`config.mk`:
```
export PLATFORM = sky130hd
export DESIGN_NAME = lpmt_core
export DESIGN_NICKNAME = d
export VERILOG_FILES = /design/src/core/lpmt_pkg.sv /design/src/core/lpmt_dly_if.sv /design/src/core/lpmt_delay_cnt.sv /design/src/core/lpmt_core.sv
export SDC_FILE = /design/constraint.sdc
export NUM_CORES = 1
export LEC_CHECK = 0
export BUFFER_PORTS_ARGS = -buffer_cell sky130_fd_sc_hd__buf_4
export CORE_UTILIZATION = 30
export CTS_CLUSTER_SIZE = 25
export DETAILED_ROUTE_END_ITERATION = 10
export PLACE_DENSITY = 0.52
export SKIP_CTS_REPAIR_TIMING = 1
export SLEW_MARGIN = 0
export SYNTH_ARGS = -nofsm -noshare
export SYNTH_HDL_FRONTEND = slang
export SYNTH_SLANG_ARGS = --single-unit
```
`constraint.sdc`:
```
create_clock -name core_clk -period 4.8 [get_ports core_clk]
set_input_delay 0.24 -clock core_clk [delete_from_list [all_inputs] [get_ports core_clk]]
set_output_delay 0.24 -clock core_clk [all_outputs]
set_load 0.02 [all_outputs]
```
`src/core/lpmt_pkg.sv`:
```
// constants, field layout and types of the local-to-pci master translator
// assumes one clock for the pci side, the local side and the register port
package lpmt_pkg;
	// ----------------------------------------
	// register offsets
	// ----------------------------------------
	localparam logic [7:0] OFS_REMAP = 8'h28;
	localparam logic [7:0] OFS_CFGA = 8'h2c;
	localparam logic [7:0] OFS_SP1 = 8'hf0;
	localparam logic [31:0] RST_ZERO = 32'h0;

	// ----------------------------------------
	// field layout
	// ----------------------------------------
	localparam int REMAP_LSB = 16;
	localparam int REMAP_W = 16;
	localparam int DLY_LSB = 14;
	localparam int DLY_W = 2;
	localparam int IOSEL_BIT = 13;
	localparam int LOWCTL_W = 13;
	localparam int CFG_EN_BIT = 31;
	localparam int BUS_LSB = 16;
	localparam int BUS_W = 8;
	localparam int DEV_LSB = 11;
	localparam int DEV_W = 5;
	localparam int FUNC_LSB = 8;
	localparam int FUNC_W = 3;
	localparam int REGN_LSB = 2;
	localparam int REGN_W = 6;
	localparam int TYPE_W = 2;
	localparam int SP1_IO_BIT = 0;

	// ----------------------------------------
	// codes and counts
	// ----------------------------------------
	localparam logic [1:0] CFG_TYPE0 = 2'h0;
	localparam logic [1:0] CFG_TYPE1 = 2'h1;
	localparam logic [1:0] DLY_NONE = 2'h0;
	localparam logic [1:0] DLY_CODE4 = 2'h1;
	localparam logic [1:0] DLY_CODE8 = 2'h2;
	localparam logic [1:0] DLY_CODE16 = 2'h3;
	localparam int CNT_W = 5;
	localparam logic [4:0] DLY_CLK4 = 5'h4;
	localparam logic [4:0] DLY_CLK8 = 5'h8;
	localparam logic [4:0] DLY_CLK16 = 5'h10;
	localparam logic [4:0] CNT_LAST = 5'h1;
	localparam logic [4:0] CNT_ZERO = 5'h0;

	typedef enum logic [1:0] {
		LPMT_MEM = 2'h0,
		LPMT_IO = 2'h1,
		LPMT_CFG0 = 2'h2,
		LPMT_CFG1 = 2'h3
	} lpmt_kind_e;

	typedef enum logic [2:0] {
		ST_IDLE = 3'h1,
		ST_WAIT = 3'h2,
		ST_ISSUE = 3'h4
	} lpmt_state_e;
endpackage

```
`src/core/lpmt_dly_if.sv`:
```
// carrier between the translator and its request-delay counter
// assumes both ends sit on core_clk
`timescale 1ns/1ps
`default_nettype none
interface lpmt_dly_if;
	logic start;
	logic [1:0] code;
	logic done;
	modport ctl (output start, output code, input done);
	modport cnt (input start, input code, output done);
endinterface
`default_nettype wire

```
`src/core/lpmt_delay_cnt.sv`:
```
// request hold-off counter for burst writes toward pci
// assumes start is a one-cycle pulse from the translator
`timescale 1ns/1ps
`default_nettype none
module lpmt_delay_cnt (
	input wire logic core_clk,
	input wire logic rst_n,
	lpmt_dly_if.cnt dly
);
	typedef struct packed {
		logic [lpmt_pkg::CNT_W-1:0] cnt;
	} lpmt_cnt_s;

	lpmt_cnt_s s_ff;
	lpmt_cnt_s nxt_s;

	always_comb begin
		nxt_s = s_ff;
		if (dly.start) begin
			unique case (dly.code)
				lpmt_pkg::DLY_NONE: nxt_s.cnt = lpmt_pkg::CNT_ZERO;
				lpmt_pkg::DLY_CODE4: nxt_s.cnt = lpmt_pkg::DLY_CLK4;
				lpmt_pkg::DLY_CODE8: nxt_s.cnt = lpmt_pkg::DLY_CLK8;
				default: nxt_s.cnt = lpmt_pkg::DLY_CLK16;
			endcase
		end else if (s_ff.cnt != lpmt_pkg::CNT_ZERO) begin
			nxt_s.cnt = s_ff.cnt - lpmt_pkg::CNT_LAST;
		end
	end

	always_ff @(posedge core_clk or negedge rst_n) begin
		if (!rst_n) begin
			s_ff <= '0;
		end else begin
			s_ff <= nxt_s;
		end
	end

	// last waiting cycle; the request rises on the next one
	assign dly.done = (s_ff.cnt == lpmt_pkg::CNT_LAST);
endmodule
`default_nettype wire

```
`src/core/lpmt_core.sv`:
```
// local-to-pci master address translation and configuration cycle builder
// assumes local master, pci side and register port all run on core_clk
// How it works
// - burst writes hold the pci request off 0, 4, 8 or 16 clocks by code
// - upper pci memory address takes remap bits where local bits were decoded
// - type code 00 gives a type 0 cycle, 01 a type 1 cycle
// - type 1 configuration address is built from register, function, device and bus fields
// - with the enable bit set, local i/o accesses become configuration cycles
// - space one decodes as memory when its type bit is 0, i/o when 1
// - with i/o remap select set, i/o accesses drive upper address bits as zero
`timescale 1ns/1ps
`default_nettype none
module lpmt_core (
	input wire logic core_clk,
	input wire logic rst_n,
	input wire logic reg_wr,
	input wire logic reg_rd,
	input wire logic [7:0] reg_addr,
	input wire logic [3:0] reg_be,
	input wire logic [31:0] reg_wdata,
	output logic [31:0] reg_rdata,
	input wire logic lcl_req,
	input wire logic lcl_is_io,
	input wire logic lcl_burst_wr,
	input wire logic [31:0] lcl_addr,
	input wire logic [31:0] mem_range,
	input wire logic [31:0] io_range,
	output logic lcl_ready,
	output logic pci_req,
	input wire logic pci_ack,
	output logic [31:0] pci_addr,
	output logic [1:0] pci_kind,
	input wire logic pci_cyc_is_io,
	output logic sp1_is_io,
	output logic sp1_match
);
	// ----------------------------------------
	// state
	// ----------------------------------------
	typedef struct packed {
		logic [lpmt_pkg::REMAP_W-1:0] remap;
		logic [lpmt_pkg::DLY_W-1:0] wr_dly;
		logic io_sel;
		logic [lpmt_pkg::LOWCTL_W-1:0] low_ctl;
		logic cfg_en;
		logic [lpmt_pkg::BUS_W-1:0] bus;
		logic [lpmt_pkg::DEV_W-1:0] dev;
		logic [lpmt_pkg::FUNC_W-1:0] func;
		logic [lpmt_pkg::REGN_W-1:0] regn;
		logic [lpmt_pkg::TYPE_W-1:0] ctype;
		logic [31:0] sp1;
		lpmt_pkg::lpmt_state_e st;
		logic [31:0] addr;
		lpmt_pkg::lpmt_kind_e kind;
		logic [31:0] rdata;
	} lpmt_core_s;

	lpmt_core_s s_ff;
	lpmt_core_s nxt_s;
	logic take;
	logic [31:0] be_mask;
	logic [31:0] remap_word;
	logic [31:0] cfga_word;
	logic [31:0] merged;
	logic [15:0] hi_mem;
	logic [15:0] hi_io;
	logic [31:0] cfg_word;
	logic [31:0] idsel;
	logic [31:0] tr_addr;
	lpmt_pkg::lpmt_kind_e tr_kind;

	lpmt_dly_if dly ();

	lpmt_delay_cnt u_dly (
		.core_clk(core_clk),
		.rst_n(rst_n),
		.dly(dly)
	);

	assign take = lcl_req && lcl_ready;
	assign be_mask = {{8{reg_be[3]}}, {8{reg_be[2]}}, {8{reg_be[1]}}, {8{reg_be[0]}}};
	assign remap_word = {s_ff.remap, s_ff.wr_dly, s_ff.io_sel, s_ff.low_ctl};
	// reserved 30:24 never stored, so they read zero
	assign cfga_word = {s_ff.cfg_en, 7'h0, s_ff.bus, s_ff.dev, s_ff.func, s_ff.regn, s_ff.ctype};

	// ----------------------------------------
	// address translation
	// ----------------------------------------
	// only decoded bits are replaced; undecoded bits keep the local offset, except i/o with io_sel set, which drives all upper bits zero
	assign hi_mem = (s_ff.remap & mem_range[31:16]) | (lcl_addr[31:16] & ~mem_range[31:16]);
	assign hi_io = s_ff.io_sel ? 16'h0 :
		((s_ff.remap & io_range[31:16]) | (lcl_addr[31:16] & ~io_range[31:16]));
	// type 0 selects the target by a one-hot bit above the function field
	assign idsel = 32'h1 << (lpmt_pkg::DEV_LSB + 32'(s_ff.dev));

	always_comb begin
		cfg_word = '0;
		cfg_word[lpmt_pkg::REGN_LSB +: lpmt_pkg::REGN_W] = s_ff.regn;
		cfg_word[lpmt_pkg::FUNC_LSB +: lpmt_pkg::FUNC_W] = s_ff.func;
		if (s_ff.ctype == lpmt_pkg::CFG_TYPE1) begin
			cfg_word[lpmt_pkg::DEV_LSB +: lpmt_pkg::DEV_W] = s_ff.dev;
			cfg_word[lpmt_pkg::BUS_LSB +: lpmt_pkg::BUS_W] = s_ff.bus;
			cfg_word[1:0] = lpmt_pkg::CFG_TYPE1;
		end else begin
			cfg_word = cfg_word | (idsel & 32'hfffff800);
		end
	end

	always_comb begin
		if (lcl_is_io && s_ff.cfg_en) begin
			tr_addr = cfg_word;
			tr_kind = (s_ff.ctype == lpmt_pkg::CFG_TYPE1) ? lpmt_pkg::LPMT_CFG1 : lpmt_pkg::LPMT_CFG0;
		end else if (lcl_is_io) begin
			tr_addr = {hi_io, lcl_addr[15:0]};
			tr_kind = lpmt_pkg::LPMT_IO;
		end else begin
			tr_addr = {hi_mem, lcl_addr[15:0]};
			tr_kind = lpmt_pkg::LPMT_MEM;
		end
	end

	// ----------------------------------------
	// next state
	// ----------------------------------------
	always_comb begin
		nxt_s = s_ff;
		merged = '0;
		dly.start = 1'b0;
		dly.code = s_ff.wr_dly;
		if (reg_wr && reg_addr == lpmt_pkg::OFS_REMAP) begin
			merged = (remap_word & ~be_mask) | (reg_wdata & be_mask);
			nxt_s.remap = merged[lpmt_pkg::REMAP_LSB +: lpmt_pkg::REMAP_W];
			nxt_s.wr_dly = merged[lpmt_pkg::DLY_LSB +: lpmt_pkg::DLY_W];
			nxt_s.io_sel = merged[lpmt_pkg::IOSEL_BIT];
			nxt_s.low_ctl = merged[lpmt_pkg::LOWCTL_W-1:0];
		end else if (reg_wr && reg_addr == lpmt_pkg::OFS_CFGA) begin
			merged = (cfga_word & ~be_mask) | (reg_wdata & be_mask);
			nxt_s.cfg_en = merged[lpmt_pkg::CFG_EN_BIT];
			nxt_s.bus = merged[lpmt_pkg::BUS_LSB +: lpmt_pkg::BUS_W];
			nxt_s.dev = merged[lpmt_pkg::DEV_LSB +: lpmt_pkg::DEV_W];
			nxt_s.func = merged[lpmt_pkg::FUNC_LSB +: lpmt_pkg::FUNC_W];
			nxt_s.regn = merged[lpmt_pkg::REGN_LSB +: lpmt_pkg::REGN_W];
			nxt_s.ctype = merged[lpmt_pkg::TYPE_W-1:0];
		end else if (reg_wr && reg_addr == lpmt_pkg::OFS_SP1) begin
			nxt_s.sp1 = (s_ff.sp1 & ~be_mask) | (reg_wdata & be_mask);
		end
		if (reg_rd) begin
			unique case (reg_addr)
				lpmt_pkg::OFS_REMAP: nxt_s.rdata = remap_word;
				lpmt_pkg::OFS_CFGA: nxt_s.rdata = cfga_word;
				lpmt_pkg::OFS_SP1: nxt_s.rdata = s_ff.sp1;
				default: nxt_s.rdata = lpmt_pkg::RST_ZERO;
			endcase
		end
		unique case (s_ff.st)
			lpmt_pkg::ST_IDLE: begin
				if (take) begin
					nxt_s.addr = tr_addr;
					nxt_s.kind = tr_kind;
					if (lcl_burst_wr && s_ff.wr_dly != lpmt_pkg::DLY_NONE) begin
						dly.start = 1'b1;
						nxt_s.st = lpmt_pkg::ST_WAIT;
					end else begin
						nxt_s.st = lpmt_pkg::ST_ISSUE;
					end
				end
			end
			lpmt_pkg::ST_WAIT: begin
				if (dly.done) begin
					nxt_s.st = lpmt_pkg::ST_ISSUE;
				end
			end
			lpmt_pkg::ST_ISSUE: begin
				if (pci_ack) begin
					nxt_s.st = lpmt_pkg::ST_IDLE;
				end
			end
			default: nxt_s.st = lpmt_pkg::ST_IDLE;
		endcase
	end

	always_ff @(posedge core_clk or negedge rst_n) begin
		if (!rst_n) begin
			s_ff <= '0;
			s_ff.st <= lpmt_pkg::ST_IDLE;
		end else begin
			s_ff <= nxt_s;
		end
	end

	// ----------------------------------------
	// outputs
	// ----------------------------------------
	assign lcl_ready = (s_ff.st == lpmt_pkg::ST_IDLE);
	assign pci_req = (s_ff.st == lpmt_pkg::ST_ISSUE);
	assign pci_addr = s_ff.addr;
	assign pci_kind = s_ff.kind;
	assign reg_rdata = s_ff.rdata;
	assign sp1_is_io = s_ff.sp1[lpmt_pkg::SP1_IO_BIT];
	assign sp1_match = (pci_cyc_is_io == s_ff.sp1[lpmt_pkg::SP1_IO_BIT]);
endmodule
`default_nettype wire

```
* Yosys cells after proc, flatten, opt, wreduce, memory -nomap -nowiden *
Index checks and enable logic that the tools add are counted.
W data, S select, Z words.

storage, ports and cells
  input port bits = 149
  register bits after elaboration = 163

operators by class
  reduce and logical (&&, ||, !) cells = 14
  eq/ne operators = 14
  shift-type cells = 1
  $add $sub $neg = 2
  mux-type cells = 22
  bitwise logic cells = 19

operators by type and width
  operator                count
  $and A32 B32 Y32        4
  $or A32 B32 Y32         3
  $pmux W32 S3            1
  $and A16 B16 Y16        4
  $mux W32                2
  $mux W37                1
  $not A16 Y16            2
  $not A32 Y32            1
  $or A11 B32 Y32         1
  $or A16 B16 Y16         2
  $shl A1 B6 Y32 const A  1
  $eq A8 B6 Y1 const B    2
  $mux W16                1
  $pmux W5 S3             1
  $mux W13                1
  $mux W5                 2
  $mux W3                 3
  $mux W9                 1
  $pmux W3 S3             1
  $eq A8 B8 Y1 const B    1
  $mux W8                 1
  $add A4 B5 Y6 const A   1
  $logic_and A1 B1 Y1     6
  $reduce_and A3 Y1       2
  17 further kinds        27

* Longest topological paths before layout *
Gate-level depths: netlist of the first run.

  depth after elaboration = 8
  depth in mapped cells = 7
  gate-level depth less buffers = 6

* Hierarchy *
Synthesis of the first run repeated with hierarchy kept, for this count alone.

unflattened totals
  cell total of the unflattened synthesis = 737
  area, all modules = 8340.5 um^2

by module, submodules not included
  module          cells an instance  times used  seq. area each (um^2)  area each (um^2)
  lpmt_core       708                1           3955.0                 8045.2
  lpmt_delay_cnt  29                 1           125.1                  295.3

* Least setup slack after synthesis of the first run *
Ideal clock, no wire load.

  path type = reg-to-reg
  start = reg with a tool-made name
  end = reg s_ff, in the netlist pci_addr[18]
  slack = 3.091 ns
  buffers on the path = 1
  data required time = 4.723 ns
  arrival time = 1.632 ns
  clock period less this slack = 1.709 ns
  cell stages (with the launch flop) = 8
  cell sequence = dfrtp_1 > clkbuf_1 > nor2_1 > ha_1 > nand3b_1 > nor4b_1 > nand2_1 > a21oi_1

RTL lines
  what                    RTL line          text
  end signal: assignment  lpmt_core.sv:187  s_ff <= nxt_s;
  end: declaration        lpmt_core.sv:58   lpmt_core_s s_ff;

==> flow_metrics.py, run 1 <==
metrics = {
    "synthesis": {
        "synthMuxAreaShare_pct": 19.91,
        "syn_area_per_cell_um2": 10.95,
        "synth_top_family_by_area": "multiplexers",
        "postSynthCellCount": 767,
        "synthSimpleGateAreaFrac_pct": 8.689,
        "synth_area_um2": 8396,
        "async_flop_share_pct": 100.0,
        "ys_types": 51,
        "synth_area_leaders": "dfrtp_1 (48%), mux2_2 (9.4%), mux2i_1 (7.0%), buf_4 (5.9%), mux2_1 (3.5%)",
        "synth_flop_cell": "dfrtp_1",
        "synth-compound-area-share_pct": 12.18,
        "synthAdderAreaFrac_pct": 0.5961,
        "synthXorXnorAreaFrac_pct": 0.5216,
        "synth_enable_flop_cells": 0,
        "ys_seq_area_share_pct": 48.60,
        "synthesis.nets": 920,
        "yosysTopAreaCell": "dfrtp_1",
        "ys_ff_latch": 163,
        "synth_top_area_share_pct": 48.29,
        "ys_warn_count": 0,
    },
    "floorplanning": {
        "die_w_um": 169.3,
        "num_io_pins": 219,
        "die_area_um2": 28660,
        "initial_core_util_pct": 30.89,
        "core_area_um2": 27180,
        "die_h_um": 169.3,
        "placementRows": 60,
    },
    "setup_path": {
        "crit_top_cell": "nand2_1",
        "cp_num_cells": 4,
        "critPathKind": "flip-flop to flip-flop",
        "critPathBufInv": 0,
        "start_kind": "flip-flop",
        "crit_required_ns": 5.12,
        "path_max_fanout": 22,
        "crit_path_cell_trace": "nand2_1 > nor3_1 > nand2_1 > o311ai_0",
        "end_kind": "flip-flop",
        "crit_family": "simple AND/OR/NAND/NOR gates",
        "slowest_stage": "nand2_1",
        "reg2regPathDepth": 4,
        "critical-path-max-stage-delay_ns": 0.68,
        "arrival_ns": 2.80,
        "regToRegSetupSlack_ns": 2.32,
    },
    "pwr": {
        "leakage_nw": 4.889,
        "power_mw": 4.007,
        "powerDensity_nw_per_um2": 390.0,
        "ir_drop_mv": 0.2469,
    },
    "finish": {
        "drive_gt1_share_pct": 34.20,
        "seq_area_um2": 4080,
        "fin_cells": 1258,
        "fillCellCount": 2761,
        "syn_to_final_growth_pct": 22.40,
        "layout.nets": 1026,
        "final_cell_area_um2": 10280,
        "multiInputGateArea_um2": 3546,
        "num_antenna_cells": 0,
    },
    "cts": {
        "cts_buffers": 17,
        "clk_pin_slew_ns": 0.07,
        "cts_tree": "done",
        "clkSinkCount": 163,
        "htreeDepth": 4,
        "cts_root_buf": "clkbuf_16",
        "max-clock-path-buffers": 2,
        "worstSkewPairLatency_ns": 0.43,
    },
    "grt": {
        "grt_pass1_wl_um": 37140,
        "grt_overflow": 0,
        "grt_max_degree": 84,
        "antenna_found_initial": 1,
        "first_global_vias": 6239,
        "grt.total_usage_pct": 17.39,
    },
    "sta": {
        "hold_viol": 0,
        "period_minus_slack_ns": 2.481,
        "worst_pin_slew_ns": 1.008,
        "fin_setup_tns_ns": 0,
        "slew_headroom_pct": 32.52,
        "max_freq_mhz": 403.1,
        "fin_skew_ns": 0.01046,
        "finalCritPeriodShare_pct": 51.68,
        "rsz0062_at_grt": "no",
        "drv_slew": 0,
        "setup-violations-final": 0,
    },
    "drt": {
        "vias": 6153,
        "drc": 0,
        "routedWlPerCell_um": 19.38,
        "first_pass_iters": 4,
        "initialDrtViolationCount": 385,
        "vias_per_cell": 4.891,
        "routed_wirelength_um": 24390,
        "final_antenna_net_count": 0,
    },
    "worst_hold_path": {
        "hold_depth": 3,
        "min_path_type": "input pin to flip-flop",
    },
    "run_status": {
        "outcome": "completed",
    },
    "placement": {
        "dp_cells": 1225,
        "placed_cell_area_um2": 9691,
        "dp_hpwl_um": 18020,
        "place_congestion": 0.7920,
        "io_buffers": 186,
    },
    "flow_run": {
        "drv_cap": 0,
    },
}
==> area by class of cell <==
class	count	area share [%]
Sequential cell	163	39.71
Multi-Input combinational cell	458	34.51
Timing Repair Buffer	194	14.23
Tap cell	372	4.529
Clock buffer	18	4.274
Inverter	39	1.425
Clock inverter	14	1.327
==> synthesized netlist by cell type, drive strengths merged (2+ instances only) <==
library cell	instances
a211oi	9
a21oi	21
a221oi	5
a22oi	7
a2bb2oi	26
and2	2
and3	2
buf	71
clkbuf	36
dfrtp	162
ha	4
inv	39
mux2	96
mux2i	59
nand2	48
nand2b	5
nand3	13
nand3b	2
nand4	11
nand4bb	2
nor2	31
nor2b	3
nor3	6
nor3b	5
nor4	2
nor4b	4
o211ai	9
o21a	2
o21ai	21
o22ai	42
o311ai	2
or2	2
or3	2
xnor2	3
xor2	2
==> worst min-delay path, cell delays in order <==
cell	delay, ns
buf_4	0.08
nand3_1	0.05
nand2_1	0.06
==> per-layer routing <==
layer / vias to the layer above / part of all wire, % / GRT usage [%]
met5: - / 0.070 / 0
met4: 2 / 2.5 / 6.502
met3: 33 / 5.2 / 4.104
met2: 155 / 47 / 27.79
met1: 3043 / 45 / 22.83
li1: 2920 / - / -
==> worst paths after layout <==
kind	start	end
worst max-delay path	flip-flop	pci_addr[29]
worst max register to register	flip-flop	pci_addr[29]
worst min-delay path	lcl_addr[1]	pci_addr[1]
worst min register to register	pci_addr[1]	pci_addr[1]
max in group asynchronous	rst_n	pci_addr[9]
min in group asynchronous	rst_n	asynchronous set/reset pin
==> power breakdown <==
group	leakage (nW)	switching (mW)	total, mW	internal [mW]
logic	2.42	0.548	0.979	0.432
clock network	0.275	0.637	1.34	0.704
registers	2.19	0.130	1.69	1.56
total	4.89	1.32	4.01	2.69
==> cell families (layout without fill, tap and decap cells) <==
| logic type | count (synthesis) | count (layout) |
|---|---|---|
| flip-flops | 163 | 163 |
| multiplexers | 155 | 155 |
| AO/OA/AOI/OAI | 151 | 151 |
| buffers and inverters | 146 | 265 |
| AND/OR/NAND/NOR | 143 | 143 |
| XOR/XNOR | 5 | 5 |
| adder cells (fa/ha/maj) | 4 | 4 |
==> per-stage QoR <==
stage	util [%]	setup slack, ns	hold WS [ns]
finish	37.81	2.319	0.03450
detailed placement	35.66	2.244	0.3471
floorplan	-	3.091	-0.05559
global placement	35.66	2.261	0.3468
global route	37.81	1.958	0.03289
CTS	37.78	2.275	-0.1175
==> layout by cell type (no fill, tap or decap), types with 11 or more instances in the layout <==
cell,synthesis,layout
nand4_1,11,11
clkbuf_16,0,17
o21ai_0,21,21
nand2_1,48,48
dfrtp_1,162,162
buf_4,66,192
mux2_2,70,70
nor2_1,31,31
mux2i_1,59,59
inv_1,39,39
o22ai_1,42,42
nand3_1,13,13
a21oi_1,21,21
a2bb2oi_1,26,26
mux2_1,26,26
(Power assumes the default switching activity.)
==> inputs of run 2 (changes only) <==
Settings changed: ABC_AREA set to 1.
Clock period 4.8 ns to 2.3 ns, I/O delays scaled along.
==> run 2 against run 1 <==
  * The run now ends with hold timing left
  * Sequential share of layout area is 1.9 points lower
  * Utilization is 0.80 points higher
  * Clock power is 100% higher
  * Synthesized cell count is 45% higher
  * Power is 110% higher
  * Non-clock buffer count is 40 higher
  * Critical path type unchanged
==> flow_metrics.py, run 2 <==
metrics = {
    "cts": {
        "clk_pin_slew_ns": 0.07,
        "max-clock-path-buffers": 2,
        "worstSkewPairLatency_ns": 0.42,
        "cts_tree": "done",
        "clkSinkCount": 163,
        "cts_root_buf": "clkbuf_16",
        "htreeDepth": 4,
        "cts_buffers": 17,
    },
    "drt": {
        "routedWlPerCell_um": 15.94,
        "vias_per_cell": 4.603,
        "initialDrtViolationCount": 552,
        "vias": 7568,
        "drc": 0,
        "first_pass_iters": 5,
        "routed_wirelength_um": 26200,
        "final_antenna_net_count": 0,
    },
    "grt": {
        "grt_most_used_layer": "met2",
        "antenna_found_initial": 0,
        "grt.met2_usage_pct": 28.99,
        "grt.total_usage_pct": 18.36,
        "grt_overflow": 0,
        "grt_pass1_wl_um": 40590,
        "gr-usage-met3_pct": 3.331,
        "gr-usage-met1_pct": 25.98,
        "first_global_vias": 7254,
        "grt_max_degree": 53,
    },
    "floorplanning": {
        "core_area_um2": 27930,
        "initial_core_util_pct": 30.71,
        "placementRows": 61,
        "die_area_um2": 29270,
        "num_io_pins": 219,
        "die_w_um": 171.1,
        "die_h_um": 171.1,
    },
    "placement": {
        "place_ws_ns": 0.3958,
        "dp_hpwl_um": 18530,
        "io_buffers": 186,
        "dp_cells": 1582,
        "placed_cell_area_um2": 9940,
        "place_congestion": 0.8579,
    },
    "setup_path": {
        "crit_top_cell": "nand2_1",
        "cp-endpoint": "pci_addr[18]",
        "slowest_stage": "dfrtp_1",
        "end_kind": "flip-flop",
        "regToRegEndpoint": "pci_addr[18]",
        "cp_num_cells": 13,
        "critPathKind": "flip-flop to flip-flop",
        "crit_required_ns": 2.66,
        "critical-path-max-stage-delay_ns": 0.46,
        "critPathBufInv": 3,
        "reg2regPathDepth": 13,
        "regToRegSetupSlack_ns": 0.35,
        "path_max_fanout": 7,
        "crit_family": "simple AND/OR/NAND/NOR gates",
        "crit_path_cell_trace": "inv_1 > nand2_1 > inv_1 > ha_1 > inv_1 > nand3_1 > nor2_1 > nand3_1 > nand2_1 > nand2_1 > nand2_1 > nand2_1 > nand2_1",
        "arrival_ns": 2.31,
        "start_kind": "flip-flop",
    },
    "run_status": {
        "outcome": "finished with violations",
        "violations": "hold timing",
    },
    "synthesis": {
        "synth_top_area_share_pct": 47.26,
        "yosysTopAreaCell": "dfrtp_1",
        "postSynthCellCount": 1109,
        "synthesis.nets": 1262,
        "synth_flop_cell": "dfrtp_1",
        "ys_seq_area_share_pct": 47.56,
        "ys_types": 34,
        "ys_ff_latch": 163,
        "syn_area_per_cell_um2": 7.735,
        "synth_enable_flop_cells": 0,
        "yosysMostFrequentCell": "nand2_1",
        "ys_warn_count": 0,
        "ys_top_cells_by_count": "nand2_1 (356), dfrtp_1 (162), nand3_1 (89)",
        "synth_area_leaders": "dfrtp_1 (47%), nand2_1 (16%), buf_4 (6.1%), nand3_1 (5.2%), o21ai_1 (4.7%)",
        "async_flop_share_pct": 100.0,
        "synth_area_um2": 8578,
    },
    "sta": {
        "finalCritPeriodShare_pct": 84.62,
        "whs_ns": -0.01935,
        "period_minus_slack_ns": 1.946,
        "drv_slew": 0,
        "rsz0062_at_grt": "no",
        "setup-violations-final": 0,
        "max_freq_mhz": 513.8,
        "layout_setup_ws_ns": 0.3538,
        "worst_pin_slew_ns": 0.5570,
        "hold_viol": 11,
        "slew_headroom_pct": 62.83,
        "fin_skew_ns": 0.007663,
        "fin_setup_tns_ns": 0,
    },
    "pwr": {
        "pwr-share-comb_pct": 26.7,
        "leakage_nw": 5.418,
        "ir_drop_mv": 0.4530,
        "sw_frac_of_total_pct": 32.53,
        "seq_power_share_pct": 41.4,
        "power_frac_clock_pct": 31.9,
        "p_sw_mw": 2.747,
        "powerDensity_nw_per_um2": 783.0,
        "p_int_mw": 5.698,
    },
    "finish": {
        "syn_to_final_growth_pct": 25.74,
        "final_cell_area_um2": 10790,
        "layout.nets": 1407,
        "drive_gt1_share_pct": 20.93,
        "fin_cells": 1644,
        "utilization_pct": 38.61,
        "most-common-layout-cells": "nand2_1 (356), buf_4 (198), dfrtp_1 (162)",
        "num_antenna_cells": 0,
        "fillCellCount": 3011,
        "final_common_cell": "nand2_1",
    },
    "worst_hold_path": {
        "min_path_type": "input pin to flip-flop",
        "min_from": "reg_wdata[1]",
    },
    "flow_run": {
        "drv_cap": 0,
    },
}
run 2: cell types whose count changed in the layout (fill, tap and decap cells not counted), moves of 12 or more:
cell	previous run	this run
a21oi_1	21	48
a2bb2oi_1	26	0
dlygate4sd3_1	1	31
inv_1	39	80
mux2_1	26	0
mux2_2	70	0
mux2i_1	59	8
nand2_1	48	356
nand2_2	0	12
nand3_1	13	89
nor2_1	31	59
o21ai_0	21	50
o21ai_1	0	81
o22ai_1	42	0
run 2: layout make-up:
type | count | area, um2 | share of cell area (%)
flip-flops and latches | 163 | 4080 | 37.83
clock buffers | 21 | 450.4 | 4.176
multi-input cells | 754 | 3493 | 32.39
inverters | 84 | 315.3 | 2.923
clock inverters | 10 | 86.33 | 0.8004
well taps | 378 | 473.0 | 4.385
repair buffers | 234 | 1888 | 17.50
run 2: layer usage:
layer	up-vias	wire length, um
met3	10	1104
met1	3582	12820
met4	0	261
met2	164	12020
met5	-	0
li1	3812	-
run 2: how the worst min path moves through the flow:
stage | endpoint | cells after the start
floorplan | asynchronous set/reset pin | 0
CTS | asynchronous set/reset pin | 1
detailed placement | pci_addr[5] | 1
global route | flip-flop | 3
finish | flip-flop | 3
global placement | pci_addr[5] | 1
run 2: metrics by stage:
stage	hold slack (ns)	power [mW]
2_1_floorplan	-0.1806	5.089
3_3_place_gp	0.08623	5.758
3_5_place_dp	0.08573	5.784
4_1_cts	-0.3681	8.505
5_1_grt	0.0009523	8.907
6_report	-0.01935	8.446
run 2: worst register-to-register path, stage by stage, from the launching register on:
cell and delay, ns:
dfrtp_1 0.46, inv_1 0.14, nand2_1 0.13, inv_1 0.07, ha_1 0.32, inv_1 0.10
nand3_1 0.11, nor2_1 0.13, nand3_1 0.13, nand2_1 0.10, nand2_1 0.06, nand2_1 0.06
nand2_1 0.05, nand2_1 0.05
run 2: kinds of logic (layout without fill, tap and decap cells):
family	after synthesis	count (layout)	share of synthesized area (%)
and+or+nand+nor	529	529	25.79
muxes	8	8	0.9335
xor gates and xnor gates	2	2	0.2042
AOI/OAI and AO/OA	211	211	13.21
buffers and inverters	192	349	11.71
adders and majority gates	4	4	0.5835
DFF	163	163	47.56
run 2: power by group through the flow:
stage	Clock (mW)	Combinational [mW]	Sequential, mW
2_1_floorplan	0	1.63	3.46
3_3_place_gp	0	2.21	3.55
3_5_place_dp	0	2.23	3.55
4_1_cts	2.76	2.24	3.50
5_1_grt	2.87	2.49	3.55
6_report	2.70	2.25	3.50
==> inputs of run 3 (changes only) <==
Clock period 2.3 ns to 2 ns, I/O delays scaled along.
==> run 3 against run 2 <==
  * The run still ends with hold timing left
  * Worst setup slack worse by 0.13 ns
  * Final area increased by 1.5%
  * Sequential power rose by 15%
  * Combinational power up 15%
  * Flip-flop and latch count stayed put
  * Via count increased by 0.52%
  * Largest power group unchanged
  * Highest routed layer unchanged
==> flow_metrics.py, run 3 (same netlist as run 2, synthesis figures left out) <==
metrics = {
    "sta": {
        "setup-violations-final": 0,
        "layout_setup_ws_ns": 0.2199,
        "rsz0062_at_grt": "no",
        "max_freq_mhz": 561.8,
        "hold_viol": 5,
        "worst_pin_slew_ns": 0.4553,
        "fin_setup_tns_ns": 0,
        "period_minus_slack_ns": 1.780,
        "fin_skew_ns": 0.01098,
        "whs_ns": -0.02245,
        "finalCritPeriodShare_pct": 89.01,
        "slew_headroom_pct": 69.65,
        "drv_slew": 0,
    },
    "floorplanning": {
        "die_h_um": 171.1,
        "initial_core_util_pct": 30.71,
        "placementRows": 61,
        "num_io_pins": 219,
        "die_w_um": 171.1,
        "core_area_um2": 27930,
        "die_area_um2": 29270,
    },
    "setup_path": {
        "path_max_fanout": 4,
        "crit_family": "simple AND/OR/NAND/NOR gates",
        "critPathKind": "flip-flop to flip-flop",
        "start_kind": "flip-flop",
        "regToRegSetupSlack_ns": 0.22,
        "critical-path-max-stage-delay_ns": 0.37,
        "critPathBufInv": 3,
        "crit_top_cell": "nand2_1",
        "crit_path_cell_trace": "inv_1 > nand2_1 > inv_1 > ha_1 > inv_1 > nand3_1 > nor2_1 > nand3_1 > nand2_1 > nand2_1 > nand2_1 > nand2_1 > nand2_1",
        "reg2regPathDepth": 13,
        "end_kind": "flip-flop",
        "regToRegEndpoint": "pci_addr[17]",
        "slowest_stage": "dfrtp_1",
        "arrival_ns": 2.15,
        "crit_required_ns": 2.37,
    },
    "cts": {
        "worstSkewPairLatency_ns": 0.42,
        "cts_buffers": 17,
        "clk_pin_slew_ns": 0.07,
        "clkSinkCount": 163,
        "max-clock-path-buffers": 2,
        "htreeDepth": 4,
        "cts_tree": "done",
        "cts_root_buf": "clkbuf_16",
    },
    "drt": {
        "vias_per_cell": 4.588,
        "first_pass_iters": 6,
        "routedWlPerCell_um": 15.64,
        "drc": 0,
        "initialDrtViolationCount": 633,
        "vias": 7607,
        "routed_wirelength_um": 25930,
        "final_antenna_net_count": 0,
    },
    "finish": {
        "fillCellCount": 2944,
        "syn_to_final_growth_pct": 27.61,
        "most-common-layout-cells": "nand2_1 (356), buf_4 (205), dfrtp_1 (162)",
        "drive_gt1_share_pct": 21.41,
        "utilization_pct": 39.19,
        "fin_cells": 1658,
        "final_common_cell": "nand2_1",
        "num_antenna_cells": 0,
        "layout.nets": 1420,
    },
    "grt": {
        "grt_overflow": 0,
        "grt_max_degree": 45,
        "grt.total_usage_pct": 17.98,
        "grt_pass1_wl_um": 39930,
        "antenna_found_initial": 0,
        "gr-usage-met1_pct": 25.39,
        "grt_most_used_layer": "met2",
        "gr-usage-met3_pct": 3.609,
        "grt.met2_usage_pct": 28.12,
        "first_global_vias": 7112,
    },
    "placement": {
        "place_ws_ns": 0.2305,
        "dp_hpwl_um": 18580,
        "dp_cells": 1588,
        "io_buffers": 186,
        "place_congestion": 0.8512,
    },
    "run_status": {
        "outcome": "finished with violations",
        "violations": "hold timing",
    },
    "pwr": {
        "leakage_nw": 5.500,
        "powerDensity_nw_per_um2": 904.7,
        "ir_drop_mv": 0.5193,
        "power_mw": 9.903,
    },
    "worst_hold_path": {
        "min_from": "lcl_req",
        "hold_depth": 4,
        "hold_path_end": "s_ff[66]",
        "min_path_type": "input pin to flip-flop",
    },
    "flow_run": {
        "drv_cap": 0,
    },
}
## run 3: cell types whose count changed in the layout (fill, tap and decap cells not counted), sizes merged
cell / previous run / this run
dlygate4sd3: 31 / 38
clkbuf: 21 / 24
clkinv: 7 / 4
buf: 203 / 209
inv: 83 / 86
clkinvlp: 3 / 1
## run 3: worst max-delay path by stage
stage / slack, ns / to / cells past startpoint
6_report: 0.22 / pci_addr[17] / 13
4_1_cts: 0.23 / pci_addr[17] / 13
5_1_grt: 0.02 / pci_addr[13] / 9
3_5_place_dp: 0.23 / pci_addr[17] / 13
2_1_floorplan: 0.40 / pci_addr[17] / 13
3_3_place_gp: 0.26 / pci_addr[17] / 13
## run 3: per-stage QoR
step	hold slack (ns)	instance area (um2)
floorplan	-0.1956	8578
global placement	0.06941	9972
detailed placement	0.06580	9972
CTS	-0.3841	10560
global route	0.002761	10950
finish	-0.02245	10950
## run 3: cell type report
cell class              count  area [um2]  share of cell area (%)
flip-flops and latches    163        4080                   37.27
multi-input cells         754        3496                   31.94
inverters                  84       315.3                   2.880
clock buffers              24       501.7                   4.583
repair buffers            247        1991                   18.19
well taps                 378       473.0                   4.321
clock inverters             8       90.09                  0.8230
## run 3: layer usage
| metal | vias up | share of wire (%) |
|---|---|---|
| met4 | 0 | 1.1 |
| li1 | 3840 | - |
| met3 | 14 | 5.1 |
| met2 | 191 | 45 |
| met5 | - | 0 |
| met1 | 3562 | 48 |
## run 3: worst register-to-register path: stages, from the launching register on
cell	delay [ns]
dfrtp_1	0.37
inv_1	0.13
nand2_1	0.11
inv_1	0.09
ha_1	0.26
inv_1	0.10
nand3_1	0.10
nor2_1	0.14
nand3_1	0.11
nand2_1	0.09
nand2_1	0.06
nand2_1	0.06
nand2_1	0.05
nand2_1	0.05
## run 3: report_power, final
group	total, mW	switching, mW	leakage [nW]	internal, mW
Clock	3.30	1.39	0.288	1.90
Sequential	4.02	0.277	2.18	3.74
Combinational	2.59	1.50	3.03	1.09
Total	9.90	3.17	5.50	6.73
